**src/inc/fcs_pkg.sv**
```systemverilog
// Package for the flash command sequencer: register map, command codes,
// mode encodings, field layouts and timing counts.
// Assumes a 32-bit APB slave at 10 MHz and a simple flash array port.
package fcs_pkg;

  // Register byte offsets (APB, one aligned word each)
  localparam logic [7:0] OFF_CMD_INDEX   = 8'h00;
  localparam logic [7:0] OFF_CMD_WORD    = 8'h04;
  localparam logic [7:0] OFF_STATUS      = 8'h08;
  localparam logic [7:0] OFF_MODE        = 8'h0C;
  localparam logic [7:0] OFF_PART_SEL    = 8'h10;
  localparam logic [7:0] OFF_ONCE_STATE  = 8'h14;

  // Status register field positions
  localparam int STS_COMMAND_COMPLETE_FLAG_BIT   = 7;
  localparam int STS_ACCESS_ERROR_FLAG_BIT = 5;
  localparam int STS_PROTECTION_VIOLATION_FLAG_BIT = 4;
  localparam int STS_MG1_BIT    = 1;
  localparam int STS_MG0_BIT    = 0;

  // Command codes
  localparam logic [7:0] CMD_ERVFY_ALL   = 8'h01;
  localparam logic [7:0] CMD_ERVFY_BLK   = 8'h02;
  localparam logic [7:0] CMD_ERVFY_PSEC  = 8'h03;
  localparam logic [7:0] CMD_READ_ONCE   = 8'h04;
  localparam logic [7:0] CMD_LOAD_FIELD  = 8'h05;
  localparam logic [7:0] CMD_PROG_P      = 8'h06;
  localparam logic [7:0] CMD_PROG_ONCE   = 8'h07;
  localparam logic [7:0] CMD_ERASE_ALL   = 8'h08;
  localparam logic [7:0] CMD_ERASE_PBLK  = 8'h09;
  localparam logic [7:0] CMD_ERASE_PSEC  = 8'h0A;
  localparam logic [7:0] CMD_UNSECURE    = 8'h0B;
  localparam logic [7:0] CMD_BACKDOOR    = 8'h0C;
  localparam logic [7:0] CMD_USER_MARGIN = 8'h0D;
  localparam logic [7:0] CMD_FIELD_MARG  = 8'h0E;
  localparam logic [7:0] CMD_FULL_PART   = 8'h0F;
  localparam logic [7:0] CMD_ERVFY_DSEC  = 8'h10;
  localparam logic [7:0] CMD_PROG_D      = 8'h11;
  localparam logic [7:0] CMD_ERASE_DSEC  = 8'h12;
  localparam logic [7:0] CMD_EEE_ENABLE  = 8'h13;
  localparam logic [7:0] CMD_EEE_DISABLE = 8'h14;
  localparam logic [7:0] CMD_EEE_QUERY   = 8'h15;
  localparam logic [7:0] CMD_PARTITION   = 8'h20;

  // Required final word index per command
  localparam logic [2:0] IDX_ERVFY_DSEC = 3'h2;
  localparam logic [2:0] IDX_PROG_ONCE  = 3'h5;
  localparam logic [2:0] IDX_ERASE_ALL  = 3'h0;

  // Program-once phrase index limit and count
  localparam logic [15:0] ONCE_IDX_MAX  = 16'h0007;
  localparam int          ONCE_PHRASES  = 8;

  // Partition size limits (largest legal selection)
  localparam logic [15:0] DFLASH_PARTITION_SIZE_MAX    = 16'h0080;
  localparam logic [15:0] BUFFER_RAM_PARTITION_SIZE_MAX    = 16'h0010;

  // Reset values
  localparam logic [2:0]  CMD_INDEX_RST = 3'h0;
  localparam logic [1:0]  MODE_RST      = 2'h0;
  localparam logic        SECURE_RST    = 1'b1;

  // Array operation time per step, in ns, and derived cycle count
  localparam int CLK_PERIOD_NS = 100;
  localparam int ARRAY_STEP_NS = 400;
  localparam int ARRAY_STEP_CYC =
    (ARRAY_STEP_NS + CLK_PERIOD_NS - 1) / CLK_PERIOD_NS;

  // Chip operating modes
  typedef enum logic [1:0] {
    FCS_MODE_NORMAL_SINGLE_CHIP,
    FCS_MODE_NORMAL_EXPANDED,
    FCS_MODE_SPECIAL_SINGLE_CHIP,
    FCS_MODE_SPECIAL_MODE_FULL
  } fcs_mode_t;

  // Request from sequencer to array driver
  typedef struct packed {
    logic        start;
    logic [7:0]  command_code;
    logic [22:0] address;
    logic [15:0] count;
  } fcs_array_req_t;

  // Verify result returned by the array driver
  typedef struct packed {
    logic done;
    logic any_error;
    logic uncorrectable;
    logic not_erased;
  } fcs_array_rsp_t;

endpackage : fcs_pkg

```
**src/rtl/fcs_mode_check.sv**
```systemverilog
// Command permission table by operating mode and security state.
// Assumes mode and security come from registered state on the same clock.
`timescale 1ns/10ps
module fcs_mode_check (
  // Command under test
  input  wire logic [7:0]        command_code,
  // Chip state
  input  wire fcs_pkg::fcs_mode_t mode,
  input  wire logic              secured,
  // Verdict
  output logic                   permitted
);

  logic ns_mode;
  logic special;

  assign ns_mode = (mode == fcs_pkg::FCS_MODE_NORMAL_SINGLE_CHIP);
  assign special = (mode == fcs_pkg::FCS_MODE_SPECIAL_SINGLE_CHIP) ||
                   (mode == fcs_pkg::FCS_MODE_SPECIAL_MODE_FULL);

  // Codes not listed fall to the default and are refused
  always_comb begin
    unique case (command_code)
      fcs_pkg::CMD_ERVFY_ALL, fcs_pkg::CMD_ERVFY_BLK,
      fcs_pkg::CMD_EEE_ENABLE, fcs_pkg::CMD_EEE_DISABLE,
      fcs_pkg::CMD_EEE_QUERY, fcs_pkg::CMD_PARTITION: begin
        permitted = 1'b1;
      end
      fcs_pkg::CMD_ERVFY_PSEC, fcs_pkg::CMD_READ_ONCE,
      fcs_pkg::CMD_LOAD_FIELD, fcs_pkg::CMD_PROG_P,
      fcs_pkg::CMD_PROG_ONCE, fcs_pkg::CMD_ERASE_PBLK,
      fcs_pkg::CMD_ERASE_PSEC, fcs_pkg::CMD_USER_MARGIN,
      fcs_pkg::CMD_ERVFY_DSEC, fcs_pkg::CMD_PROG_D,
      fcs_pkg::CMD_ERASE_DSEC: begin
        permitted = !secured || ns_mode;
      end
      fcs_pkg::CMD_ERASE_ALL, fcs_pkg::CMD_UNSECURE: begin
        permitted = special;
      end
      fcs_pkg::CMD_BACKDOOR: begin
        permitted = ns_mode;
      end
      fcs_pkg::CMD_FIELD_MARG, fcs_pkg::CMD_FULL_PART: begin
        permitted = special && !secured;
      end
      default: begin
        permitted = 1'b0;
      end
    endcase
  end

endmodule : fcs_mode_check

```
**src/rtl/fcs_array_timer.sv**
```systemverilog
// Step timer that paces array operations at the array step rate.
// Assumes start is a one-cycle pulse and steps counts whole operations.
`timescale 1ns/10ps
module fcs_array_timer (
  // Clock and reset
  input  wire logic        pclk,
  input  wire logic        presetn,
  // Control
  input  wire logic        start,
  input  wire logic [15:0] steps,
  // Progress
  output logic             step_tick,
  output logic             busy
);

  localparam logic [7:0] STEP_CYC = 8'(fcs_pkg::ARRAY_STEP_CYC);

  logic [7:0]  div_reg;
  logic [15:0] left_reg;

  // One tick per step; a zero count still runs one step
  always_ff @(posedge pclk or negedge presetn) begin
    if (!presetn) begin
      div_reg   <= 8'h00;
      left_reg  <= 16'h0000;
      busy      <= 1'b0;
      step_tick <= 1'b0;
    end else begin
      step_tick <= 1'b0;
      if (start) begin
        busy     <= 1'b1;
        div_reg  <= STEP_CYC - 8'h01;
        left_reg <= (steps == 16'h0000) ? 16'h0001 : steps;
      end else if (busy) begin
        if (div_reg == 8'h00) begin
          step_tick <= 1'b1;
          div_reg   <= STEP_CYC - 8'h01;
          left_reg  <= left_reg - 16'h0001;
          if (left_reg == 16'h0001) begin
            busy <= 1'b0;
          end
        end else begin
          div_reg <= div_reg - 8'h01;
        end
      end
    end
  end

endmodule : fcs_array_timer

```
**src/rtl/fcs_sequencer.sv**
```systemverilog
// Flash command sequencer: APB registers, launch checks, execution.
// Assumes the flash array reports verify results on array_rsp and that
// mode and security inputs come from the pin-level mode logic.
//
// Chosen here: the APB register port and the register addresses.
`timescale 1ns/10ps

module fcs_sequencer (
  // APB slave
  input  wire logic        pclk,
  input  wire logic        presetn,
  input  wire logic        psel,
  input  wire logic        penable,
  input  wire logic        pwrite,
  input  wire logic [7:0]  paddr,
  input  wire logic [31:0] pwdata,
  output logic [31:0]      prdata,
  output logic             pready,
  output logic             pslverr,
  // Chip mode pins (asynchronous)
  input  wire logic [1:0]  mode_pins,
  input  wire logic        secure_pin,
  // Flash array
  input  wire fcs_pkg::fcs_array_rsp_t array_rsp,
  output fcs_pkg::fcs_array_req_t      array_req,
  output logic             pblock0_read_invalid,
  output logic             secured_out
);

  typedef enum logic [1:0] {
    FCS_IDLE, FCS_RUN, FCS_VERIFY
  } fcs_state_t;

  fcs_state_t  state_reg;
  logic [2:0]  command_word_index_reg;
  logic [15:0] command_object_words_reg [0:5];
  logic        command_complete_flag_reg;
  logic        access_error_flag_reg;
  logic        verify_status_upper_reg;
  logic        verify_status_lower_reg;
  logic [15:0] dflash_partition_size_reg;
  logic [15:0] buffer_ram_partition_size_reg;
  logic [fcs_pkg::ONCE_PHRASES-1:0] once_done_reg;
  logic        load_field_active_reg;
  logic [1:0]  mode_meta_reg, mode_sync_reg;
  logic        sec_meta_reg, sec_sync_reg;
  logic        secure_release_reg;
  logic [7:0]  exec_code_reg;
  logic [2:0]  exec_phrase_reg;
  logic        exec_all_ones_reg;

  logic        wr_acc, rd_acc, launch;
  logic        permitted, mode_ok, launch_err;
  logic [7:0]  code;
  logic [15:0] phrase;
  logic        secured;
  logic        tmr_busy;
  fcs_pkg::fcs_mode_t mode;

  // APB access qualifiers; every access completes with no wait
  assign wr_acc = psel && penable && pwrite;
  assign rd_acc = psel && !penable && !pwrite;
  assign code   = command_object_words_reg[0][15:8];
  assign phrase = command_object_words_reg[1];
  assign mode   = fcs_pkg::fcs_mode_t'(mode_sync_reg);
  assign secured = sec_sync_reg && !secure_release_reg;

  // Writing one to the complete flag launches; ignored while busy
  assign launch = wr_acc && (paddr == fcs_pkg::OFF_STATUS) &&
                  pwdata[fcs_pkg::STS_COMMAND_COMPLETE_FLAG_BIT] &&
                  command_complete_flag_reg;

  // Mode pins cross into the bus clock through two flops
  always_ff @(posedge pclk or negedge presetn) begin
    if (!presetn) begin
      mode_meta_reg <= fcs_pkg::MODE_RST;
      mode_sync_reg <= fcs_pkg::MODE_RST;
      sec_meta_reg  <= fcs_pkg::SECURE_RST;
      sec_sync_reg  <= fcs_pkg::SECURE_RST;
    end else begin
      mode_meta_reg <= mode_pins;
      mode_sync_reg <= mode_meta_reg;
      sec_meta_reg  <= secure_pin;
      sec_sync_reg  <= sec_meta_reg;
    end
  end

  fcs_mode_check u_mode_check (
    .command_code (code),
    .mode         (mode),
    .secured      (secured),
    .permitted    (mode_ok)
  );

  assign permitted = mode_ok;

  // Launch checks per command; any failure means no execution
  always_comb begin
    launch_err = !permitted;
    unique case (code)
      fcs_pkg::CMD_ERVFY_DSEC: begin
        if (command_word_index_reg != fcs_pkg::IDX_ERVFY_DSEC) begin
          launch_err = 1'b1;
        end
      end
      fcs_pkg::CMD_PROG_ONCE: begin
        if (command_word_index_reg != fcs_pkg::IDX_PROG_ONCE) begin
          launch_err = 1'b1;
        end
        if (load_field_active_reg) begin
          launch_err = 1'b1;
        end
        if (phrase > fcs_pkg::ONCE_IDX_MAX) begin
          launch_err = 1'b1;
        end else if (once_done_reg[phrase[2:0]]) begin
          launch_err = 1'b1;
        end
      end
      fcs_pkg::CMD_ERASE_ALL: begin
        if (command_word_index_reg != fcs_pkg::IDX_ERASE_ALL) begin
          launch_err = 1'b1;
        end
      end
      fcs_pkg::CMD_PARTITION, fcs_pkg::CMD_FULL_PART: begin
        if (dflash_partition_size_reg > fcs_pkg::DFLASH_PARTITION_SIZE_MAX ||
            buffer_ram_partition_size_reg > fcs_pkg::BUFFER_RAM_PARTITION_SIZE_MAX) begin
          launch_err = 1'b1;
        end
      end
      default: begin
        launch_err = launch_err;
      end
    endcase
  end

  // Command word index and command words written by software
  always_ff @(posedge pclk or negedge presetn) begin
    if (!presetn) begin
      command_word_index_reg <= fcs_pkg::CMD_INDEX_RST;
      for (int i = 0; i < 6; i++) begin
        command_object_words_reg[i] <= 16'h0000;
      end
    end else if (wr_acc && command_complete_flag_reg) begin
      // Writes during execution are dropped to protect the running command
      if (paddr == fcs_pkg::OFF_CMD_INDEX) begin
        command_word_index_reg <= pwdata[2:0];
      end else if (paddr == fcs_pkg::OFF_CMD_WORD &&
                   command_word_index_reg < 3'h6) begin
        command_object_words_reg[command_word_index_reg] <=
          pwdata[15:0];
      end
    end
  end

  // Partition size selections
  always_ff @(posedge pclk or negedge presetn) begin
    if (!presetn) begin
      dflash_partition_size_reg     <= 16'h0000;
      buffer_ram_partition_size_reg <= 16'h0000;
    end else if (wr_acc && paddr == fcs_pkg::OFF_PART_SEL &&
                 command_complete_flag_reg) begin
      dflash_partition_size_reg     <= pwdata[15:0];
      buffer_ram_partition_size_reg <= pwdata[31:16];
    end
  end

  // Sequencer state, complete flag and execution bookkeeping
  always_ff @(posedge pclk or negedge presetn) begin
    if (!presetn) begin
      state_reg                 <= FCS_IDLE;
      command_complete_flag_reg <= 1'b1;
      exec_code_reg             <= 8'h00;
      exec_phrase_reg           <= 3'h0;
      exec_all_ones_reg         <= 1'b0;
    end else begin
      unique case (state_reg)
        FCS_IDLE: begin
          if (launch && !launch_err) begin
            state_reg                 <= FCS_RUN;
            command_complete_flag_reg <= 1'b0;
            exec_code_reg             <= code;
            exec_phrase_reg           <= phrase[2:0];
            exec_all_ones_reg         <=
              (command_object_words_reg[2] == 16'hFFFF) &&
              (command_object_words_reg[3] == 16'hFFFF) &&
              (command_object_words_reg[4] == 16'hFFFF) &&
              (command_object_words_reg[5] == 16'hFFFF);
          end
        end
        FCS_RUN: begin
          if (!tmr_busy && !array_req.start) begin
            state_reg <= FCS_VERIFY;
          end
        end
        FCS_VERIFY: begin
          if (array_rsp.done) begin
            state_reg                 <= FCS_IDLE;
            command_complete_flag_reg <= 1'b1;
          end
        end
        default: begin
          state_reg <= FCS_IDLE;
        end
      endcase
    end
  end

  // Array request; nothing is issued for a refused launch
  always_ff @(posedge pclk or negedge presetn) begin
    if (!presetn) begin
      array_req <= '0;
    end else begin
      array_req.start <= launch && !launch_err;
      if (launch && !launch_err) begin
        array_req.command_code <= code;
        array_req.address <= {command_object_words_reg[0][6:0],
                              command_object_words_reg[1]};
        array_req.count <= (code == fcs_pkg::CMD_ERVFY_DSEC) ?
          command_object_words_reg[2] : 16'h0001;
      end
    end
  end

  fcs_array_timer u_timer (
    .pclk      (pclk),
    .presetn   (presetn),
    .start     (array_req.start),
    .steps     (array_req.count),
    .step_tick (), // Run end is taken from busy, so step pulses go unused
    .busy      (tmr_busy)
  );

  // Error flags; a new event wins over a software clear in the same cycle
  always_ff @(posedge pclk or negedge presetn) begin
    if (!presetn) begin
      access_error_flag_reg   <= 1'b0;
      verify_status_upper_reg <= 1'b0;
      verify_status_lower_reg <= 1'b0;
    end else begin
      if (launch) begin
        verify_status_upper_reg <= 1'b0;
        verify_status_lower_reg <= 1'b0;
      end
      if (wr_acc && paddr == fcs_pkg::OFF_STATUS &&
          pwdata[fcs_pkg::STS_ACCESS_ERROR_FLAG_BIT]) begin
        access_error_flag_reg <= 1'b0;
      end
      if (launch && launch_err) begin
        access_error_flag_reg <= 1'b1;
      end
      if (state_reg == FCS_VERIFY && array_rsp.done) begin
        verify_status_upper_reg <= array_rsp.any_error;
        verify_status_lower_reg <= array_rsp.uncorrectable;
      end
    end
  end

  // Phrase bookkeeping, load-field tracking and security release
  always_ff @(posedge pclk or negedge presetn) begin
    if (!presetn) begin
      once_done_reg         <= '0;
      load_field_active_reg <= 1'b0;
      secure_release_reg    <= 1'b0;
    end else begin
      if (wr_acc && paddr == fcs_pkg::OFF_ONCE_STATE &&
          command_complete_flag_reg) begin
        load_field_active_reg <= pwdata[0];
      end
      if (state_reg == FCS_VERIFY && array_rsp.done) begin
        if (exec_code_reg == fcs_pkg::CMD_PROG_ONCE &&
            !exec_all_ones_reg) begin
          once_done_reg[exec_phrase_reg] <= 1'b1;
        end
        if (exec_code_reg == fcs_pkg::CMD_ERASE_ALL) begin
          once_done_reg <= '0;
          if (!array_rsp.not_erased) begin
            secure_release_reg <= 1'b1;
          end
        end
      end
    end
  end

  // Block 0 reads are poisoned while a program-once executes
  always_ff @(posedge pclk or negedge presetn) begin
    if (!presetn) begin
      pblock0_read_invalid <= 1'b0;
      secured_out          <= 1'b1;
    end else begin
      pblock0_read_invalid <= (state_reg != FCS_IDLE) &&
        (exec_code_reg == fcs_pkg::CMD_PROG_ONCE);
      secured_out <= secured;
    end
  end

  // APB read data registered in setup, answered in access with no wait
  always_ff @(posedge pclk or negedge presetn) begin
    if (!presetn) begin
      prdata  <= 32'h0000_0000;
      pready  <= 1'b0;
      pslverr <= 1'b0;
    end else begin
      pready  <= psel && !penable;
      pslverr <= psel && !penable && (paddr > fcs_pkg::OFF_ONCE_STATE ||
                 paddr[1:0] != 2'h0);
      if (rd_acc) begin
        unique case (paddr)
          fcs_pkg::OFF_CMD_INDEX:
            prdata <= {29'h0, command_word_index_reg};
          fcs_pkg::OFF_CMD_WORD:
            prdata <= (command_word_index_reg < 3'h6) ?
              {16'h0, command_object_words_reg[command_word_index_reg]} :
              32'h0000_0000;
          fcs_pkg::OFF_STATUS:
            prdata <= {24'h0, command_complete_flag_reg, 1'b0,
                       access_error_flag_reg, 2'h0, 1'b0,
                       verify_status_upper_reg, verify_status_lower_reg};
          fcs_pkg::OFF_MODE:
            prdata <= {29'h0, secured, mode_sync_reg};
          fcs_pkg::OFF_PART_SEL:
            prdata <= {buffer_ram_partition_size_reg,
                       dflash_partition_size_reg};
          fcs_pkg::OFF_ONCE_STATE:
            prdata <= {23'h0, once_done_reg, load_field_active_reg};
          default:
            prdata <= 32'h0000_0000;
        endcase
      end
    end
  end

  // A refused launch raises the error flag on the next edge
  AST_ERR_ON_REFUSE: assert property (@(posedge pclk) disable iff (!presetn)
    launch && launch_err |=> access_error_flag_reg)
    else $error("refused launch did not set access error");

  // A refused launch never reaches the array
  AST_NO_EXEC_ON_ERR: assert property (@(posedge pclk) disable iff (!presetn)
    launch && launch_err |=> !array_req.start)
    else $error("refused launch started the array");

  // Accepted launch clears the complete flag and starts the array
  AST_LAUNCH_CLEARS: assert property (@(posedge pclk) disable iff (!presetn)
    launch && !launch_err |=> !command_complete_flag_reg && array_req.start)
    else $error("accepted launch did not start");

  // Section verify with wrong index is refused
  AST_DSEC_INDEX: assert property (@(posedge pclk) disable iff (!presetn)
    launch && code == fcs_pkg::CMD_ERVFY_DSEC &&
    command_word_index_reg != fcs_pkg::IDX_ERVFY_DSEC |-> launch_err)
    else $error("section verify index not checked");

  // Program-once index out of range is refused
  AST_ONCE_RANGE: assert property (@(posedge pclk) disable iff (!presetn)
    launch && code == fcs_pkg::CMD_PROG_ONCE &&
    phrase > fcs_pkg::ONCE_IDX_MAX |=> access_error_flag_reg)
    else $error("phrase index not checked");

  // Block 0 reads flagged invalid while program-once runs
  AST_BLK0_INVALID: assert property (@(posedge pclk) disable iff (!presetn)
    state_reg == FCS_RUN && exec_code_reg == fcs_pkg::CMD_PROG_ONCE
    |=> pblock0_read_invalid)
    else $error("block 0 not poisoned");

  // Complete flag stays low until the verify step reports done
  AST_COMMAND_COMPLETE_FLAG_HOLD: assert property (@(posedge pclk) disable iff (!presetn)
    !command_complete_flag_reg && !(state_reg == FCS_VERIFY &&
    array_rsp.done) |=> !command_complete_flag_reg)
    else $error("complete flag rose early");

  // Security is released only by a passing erase-all
  AST_SEC_RELEASE: assert property (@(posedge pclk) disable iff (!presetn)
    $rose(secure_release_reg) |-> $past(exec_code_reg) ==
    fcs_pkg::CMD_ERASE_ALL && !$past(array_rsp.not_erased))
    else $error("security released without erase-all");

endmodule : fcs_sequencer

```
**config.mk**
```make
export PLATFORM = sky130hd
export DESIGN_NAME = fcs_sequencer
export DESIGN_NICKNAME = d
export VERILOG_FILES = /design/src/inc/fcs_pkg.sv /design/src/rtl/fcs_mode_check.sv /design/src/rtl/fcs_array_timer.sv /design/src/rtl/fcs_sequencer.sv
export SDC_FILE = /design/constraint.sdc
export NUM_CORES = 1
export LEC_CHECK = 0
export ABC_CLOCK_PERIOD_IN_PS = 3700
export BUFFER_PORTS_ARGS = -buffer_cell sky130_fd_sc_hd__buf_2
export CAP_MARGIN = 20
export CELL_PAD_IN_SITES_DETAIL_PLACEMENT = 0
export CELL_PAD_IN_SITES_GLOBAL_PLACEMENT = 1
export CORE_UTILIZATION = 50
export DETAILED_ROUTE_END_ITERATION = 12
export PLACE_DENSITY = 0.9
export SLEW_MARGIN = 15
export SYNTH_ARGS = -nofsm -noshare
export SYNTH_HDL_FRONTEND = slang
export SYNTH_SLANG_ARGS = --single-unit
export TNS_END_PERCENT = 20
```
**constraint.sdc**
```tcl
create_clock -name pclk -period 3.7 [get_ports pclk]
set_input_delay 0.37 -clock pclk [delete_from_list [all_inputs] [get_ports pclk]]
set_output_delay 0.37 -clock pclk [all_outputs]
set_load 0.02 [all_outputs]
```
======== Word level (Yosys, flattened, before mapping) ========
Index checks and enable logic that the tools add are counted.
word-level totals
  register bits after elaboration ......... 274
  bits in latches ......................... 0
  memory bits (writable) .................. 0
  bits in read-only memories .............. 0
  input bits .............................. 52
  output and inout bits ................... 84
  logic and storage cells ................. 210
  memories ................................ 0
operators by class
  $add $sub $neg .......................... 2
  $mul .................................... 0
  divide/modulo/power cells ............... 0
  $lt $le $gt $ge ......................... 10
  equality and inequality tests ........... 43
  shift operators ......................... 0
  muxes and demuxes ....................... 47
  bitwise logic cells ..................... 4
  reductions and logical operators ........ 68
operators by type and width
  operator                                               number
  one-hot mux 32 bit (6 select lines)                    1
  2-to-1 mux 16 bit                                      9
  bitwise mux 96 bit                                     1
  equality test 8 x 4 -> 1 bit (second input constant)   11
  equality test 16 bit (second input constant)           4
  equality test 8 x 5 -> 1 bit (second input constant)   8
  binary-select mux 16 bit (select 3 bit)                1
  demux 16 bit (select 3 bit)                            1
  equality test 8 x 3 -> 1 bit (second input constant)   6
  2-to-1 mux 8 bit                                       5
  logical AND 1 bit                                      28
  2-to-1 mux 1 bit                                       20
  equality test 16 x 1 -> 1 bit (second input constant)  1
  equality test 8 x 2 -> 1 bit (second input constant)   2
  > comparator 16 x 3 -> 1 bit (second input constant)   1
  > comparator 16 x 5 -> 1 bit (second input constant)   1
  > comparator 16 x 8 -> 1 bit (second input constant)   1
  zero test 16 bit                                       1
  zero test 8 bit                                        2
  nonzero test 2 bit                                     8
  subtractor 16 x 1 -> 16 bit (second input constant)    1
  AND reduction 3 bit                                    4
  OR reduction 11 bit                                    1
  zero test 1 bit                                        9
  other kinds (30)                                       47

======== Depth between registers and ports, before layout ========
  depth after elaboration ................. 15
  mapped depth ............................ 9
  mapped depth without buffers ............ 8

======== Modules after synthesis ========
A second synthesis with hierarchy kept.
second synthesis, totals
  cells, all modules ...................... 1076
  area total of the unflattened synthesis .. 12827.3 um2
by module, submodules not included
  module           instances  cells each  area each (um2)  sequential area each (um2)
  fcs_sequencer    1          868         11008.1          6236.0
  fcs_array_timer  1          179         1631.6           650.6
  fcs_mode_check   1          29          187.7            0.0

======== Least setup slack after synthesis ========
Ideal clock, no wire load.
  kind .................................... input-to-reg
  start point ............................. input paddr[1]
  end point ............................... register command_object_words_reg[38] in the netlist's numbering
  library setup time ...................... 0.125 ns
  arrival ................................. 2.301 ns
  required time ........................... 3.575 ns
  setup slack ............................. 1.274 ns
  stages on the path ...................... 6
  buffers on the path ..................... 1
  cells stage by stage .................... nor3_1 -> o2111ai_2 -> or3_1 -> nor3b_4 -> buf_6 -> mux2_2
on the way
  cells in the longest elaborated chain, start to end .. 3
  elaborated cells between the ends (all ways) .. 5
  classes of those cells .................. 1 x eq/ne; 1 x bitwise; 3 x reduce/logical
RTL lines
  item                                                                    RTL line                                    source
  start: declaration                                                      fcs_sequencer.sv:15                         input wire logic [7:0] paddr,
  equality test 8 x 3 -> 1 bit / zero test 8 bit (equally long branches)  fcs_sequencer.sv:147, fcs_sequencer.sv:145
  logical AND 1 bit / inverter 1 bit (equally long branches)              n/a
  AND reduction 3 bit (no source line) *                                  n/a
  end signal: indexed assignment                                          fcs_sequencer.sv:149                        command_object_words_reg[command_word_index_reg] <=
  end: declaration                                                        fcs_sequencer.sv:36                         logic [15:0] command_object_words_reg [0:5];
Every way passes the cells marked *; elsewhere a longest branch is shown, timed or not.
A chain may end at the register's enable or synchronous reset.

======== Final worst setup path ========
  start point ............................. register command_object_words_reg (netlist bit code[4])
  end point ............................... register array_req[24] in the netlist's numbering
on the way
  cells in the longest elaborated chain, start to end .. 11
  elaborated cells between the ends (all ways) .. 39
  classes of those cells .................. 22 x eq/ne; 9 x mux; 8 x reduce/logical
RTL lines
  item                                                        RTL line                                    source
  equality test 8 x 5 -> 1 bit, or another cell as far along  fcs_mode_check.sv:23, fcs_sequencer.sv:100
  OR reduction 11 bit, or another cell as far along           fcs_mode_check.sv:23                        unique case (command_code)
  one-hot mux 1 bit (5 select lines)                          fcs_mode_check.sv:23
  zero test 1 bit                                             fcs_sequencer.sv:99                         launch_err = !permitted;
  2-to-1 mux 1 bit                                            fcs_sequencer.sv:107                        if (command_word_index_reg != fcs_pkg::IDX_PROG_ONCE) begin
  2-to-1 mux 1 bit                                            fcs_sequencer.sv:110                        if (load_field_active_reg) begin
  2-to-1 mux 1 bit                                            fcs_sequencer.sv:115                        end else if (once_done_reg[phrase[2:0]]) begin
  2-to-1 mux 1 bit                                            fcs_sequencer.sv:113                        if (phrase > fcs_pkg::ONCE_IDX_MAX) begin
  one-hot mux 1 bit (4 select lines) *                        fcs_sequencer.sv:100                        unique case (code)
  zero test 1 bit *                                           fcs_sequencer.sv:214                        if (launch && !launch_err) begin
  logical AND 1 bit *                                         fcs_sequencer.sv:214
  end: declaration                                            fcs_sequencer.sv:25                         output fcs_pkg::fcs_array_req_t array_req,
Marked as above.

==> results.md <==
* Syn Nets at 1146
* #FFs+latches synth at 274
* Sw Share at 0.215
* Fraction of layout cells with a size suffix above 1 at 0.329
* Tot GR Track Use at 0.255
* Max Transition Viols Final at 0
* Clock Pin Slew Worst Setup and Hold Paths at 0.06 ns
* Mapped Avg Cell Area at 11.6 um^2
* Core area at 24500 um^2
* FMAX at roughly 340 MHz
* Number of flip-flops under the largest register name at 72
* Setup TNS at 0 ns
* Clock Tree Buf Depth at 3
* Hold Path Class: in -> reg
* Unique masters post-synth at 65
* Comb power frac at 0.035
* CTS tree: done
* Io pins at 136
* Post-cts gate resize count at 0
* Placement Cell Area at between 10000 and 15000 um^2
* Min Hold Slack at 0.0340 ns
* Residual DRC at 0
* Register area share after synthesis at 0.544
* Share of flip-flops with an asynchronous set or reset at 1.00
* ANT cells at 0
* Peak supply drop at between 0.3 and 0.4 mV
* Min Tclk post-route at 2.91 ns
* Die Y at 161 um
* Filler cell count at 2083
* Vias at ~9200
* Post-layout instance area at 14700 um^2
* Worst Setup Start Kind: flip-flop
* R2r startpoint: code[4]$_DFFE_PN0P_
* Tcrit/Tclk final at 0.786
* DIE AREA at around 26000 um^2
* Status: finished, final reports clean
* Synth Instances at about 1100
* Leakage at ~0.0074 uW
* # hold bufs at CTS at 4
* Clk network pwr share at 0.477
* Final Worst Setup Slack at 0.791 ns
* Critical path origin: code[4]$_DFFE_PN0P_
* First-pass GRT wire length at 51600 um
* Clock sink count at between 200 and 300
* Final Non-Filler Cells at 1572
* Remaining global-route overflow at 0
* Fin. Hold Viols at 0
* Mean number of vias per cell at 5.88
* # rows at 57
* Largest fanout on the critical path at 48
* Setup CP Type: reg -> reg
* Crit end category: flip-flop
* # setup viols final at 0
* Hpwl dp at 22700 um
* Measured slew at the worst slew-check pin at ~1.0 ns
* First-pass DRT Iterations at 5
* Pwr Density at about 420 nW/um^2
* Vias in the first global route at 9097
* Setup bufs post-CTS at 0
* Post-route ant nets at 0
* P_sw at 1330 uW
* Unrepaired setup endpoints after global routing: false
* DR WL/cell at 20.6 um
* Multi-input gate area at 5390 um^2
* Int Pwr at slightly below 5000 uW
* # H-tree levels at 1
* Final net count at roughly 1300
* Inserted Clock Buffers at 29
* Flop pwr share at 0.488
* Number of synthesized flops with an enable pin at 0
* Final WL at 32400 um
* Max-slew headroom at 0.304
* Hold path start: penable
* Mapped cell area at ~13000 um^2
* Die span in x at 161 um
* Req. time, crit path at 4.13 ns
* Initial drt markers at ~870
* Clock latency on the worst-skew pair at between 0.5 and 0.6 ns
* Port Buffers at 135
* RePlAce Congestion at 0.907
* Root Driver: clkbuf_16
* Most used DFF post-synth: dfrtp_1
* Worst Clk Skew at 0.0212 ns
* Synth warnings at 0
* Register area at 6860 um^2
* Area grow syn2layout at 16.4%
* Cell Count Post-Placement at 1515
* Max Cap Viol at 0
* Initial core utilization at 0.514
* Largest net degree at the start of global routing at 117
* Crit path DAT at 3.34 ns
* Pre-CTS setup slack at 0.786 ns
* Initial antenna violation count at 0
[power by group through the flow]
stage                     Combinational [uW]  Clock, uW  Sequential (uW)
after floorplan                         62.2          0             3080
after global placement                   213          0             3070
after detailed placement                 215          0             3070
after CTS                                219       3000             3020
after global routing                     239       3110             3020
final                                    216       2950             3020
[synthesized netlist by cell type (all sizes together) (3+ instances only)]
master    n  area, um^2
or4       5        41.3
and3      5        31.3
dfrtp   270        6760
or3       6        42.5
inv      33         124
mux4      3        67.6
mux2i    34         340
xor2      3        26.3
a22oi     5        37.5
xnor2     8        70.1
a221oi    9        78.8
nand3b    5        37.5
ha        4        50.1
nand2b    4        25.0
nor3     25         130
a211oi   13        97.6
nand3    17        90.1
dfstp     4         105
clkbuf   39         146
nor2     65         244
a21oi    36         180
a22o      7        61.3
nand4    20         125
mux2    178        2060
o21ai    77         389
o22a      4        35.0
and2      9        56.3
buf      17         114
a31oi     6        37.5
nor4     25         184
o211ai    9        67.6
nand2   100         375
o41ai     3        33.8
o22ai    10        62.6
nor2b     9        56.3
[per-stage QoR]
stage	power, uW	utilization
after floorplan	3140	-
after global placement	3290	0.557
after detailed placement	3290	0.557
after CTS	6240	0.598
after global routing	6370	0.598
final	6190	0.598
[kinds of logic (layout without fill, tap and decap cells)]
family                   count (synthesis)  in the layout  synth area share
AO/OA/AOI/OAI                          193            193            0.0970
buffers and inverters                   89            247            0.0304
AND/OR/NAND/NOR                        304            304             0.121
multiplexers                           215            215             0.196
XOR/XNOR                                11             11           0.00764
adder cells (fa/ha/maj)                  4              4           0.00397
flip-flops                             274            274             0.544
[per-layer routing]
layer / wire, um / global-route usage / part of all wire / up-vias
li1: - / - / - / 4229
met1: 14300 / 0.369 / 0.44 / 4661
met2: 15200 / 0.396 / 0.47 / 296
met3: 2140 / 0.0447 / 0.066 / 51
met4: 714 / 0.0673 / 0.022 / 0
met5: 0 / 0 / 0 / -
[critical path: stages (launching register included)]
cell and delay, ns:
dfrtp_1 0.46, nor4_2 0.52, nand3_1 0.15, a31oi_1 0.32, nor2_1 0.16, o2111ai_4 0.11
buf_4 0.58, mux2_2 0.41
[worst paths after layout]
check / to / slack (ns) / depth (start not counted)
worst max register to register: array_req[24]$_DFFE_PN0P_ / 0.79 / 7
max in group asynchronous: prdata[28]$_DFFE_PN0P_ / 2.27 / 3
min in group asynchronous: u_timer.left_reg[8]$_DFFE_PN0P_ / 0.50 / 2
worst min register to register: mode[0]$_DFF_PN0_ / 0.35 / 0
worst max-delay path: array_req[24]$_DFFE_PN0P_ / 0.79 / 7
worst min-delay path: pready$_DFF_PN0_ / 0.03 / 2
[cells in the final DEF (no fill, tap or decap), drive strengths merged, types with 4 or more instances in the layout]
| master | count |
|---|---|
| or4 | 5 |
| nor2 | 65 |
| and2 | 9 |
| nand3 | 17 |
| nand3b | 5 |
| or3 | 6 |
| a31oi | 6 |
| clkbuf | 41 |
| nand4 | 20 |
| a21oi | 36 |
| nand2 | 100 |
| dfstp | 4 |
| xnor2 | 8 |
| o22a | 4 |
| nor4 | 25 |
| a211oi | 13 |
| nand2b | 4 |
| dfrtp | 270 |
| a22oi | 5 |
| buf | 158 |
| mux2 | 178 |
| o21ai | 77 |
| nor3 | 25 |
| dlygate4sd3 | 4 |
| and3 | 5 |
| nor2b | 9 |
| mux2i | 34 |
| clkinv | 7 |
| a22o | 7 |
| inv | 34 |
| a221oi | 9 |
| o22ai | 10 |
| ha | 4 |
| o211ai | 9 |
[area by class of cell]
| cell class | count | area share |
|---|---|---|
| timing repair buffer | 162 | 0.0627 |
| inverter | 33 | 0.00844 |
| sequential | 274 | 0.467 |
| clock buffer | 41 | 0.0573 |
| tap | 324 | 0.0276 |
| multi-input combinational | 727 | 0.367 |
| clock inverter | 11 | 0.00912 |
(Power assumes the default switching activity.)
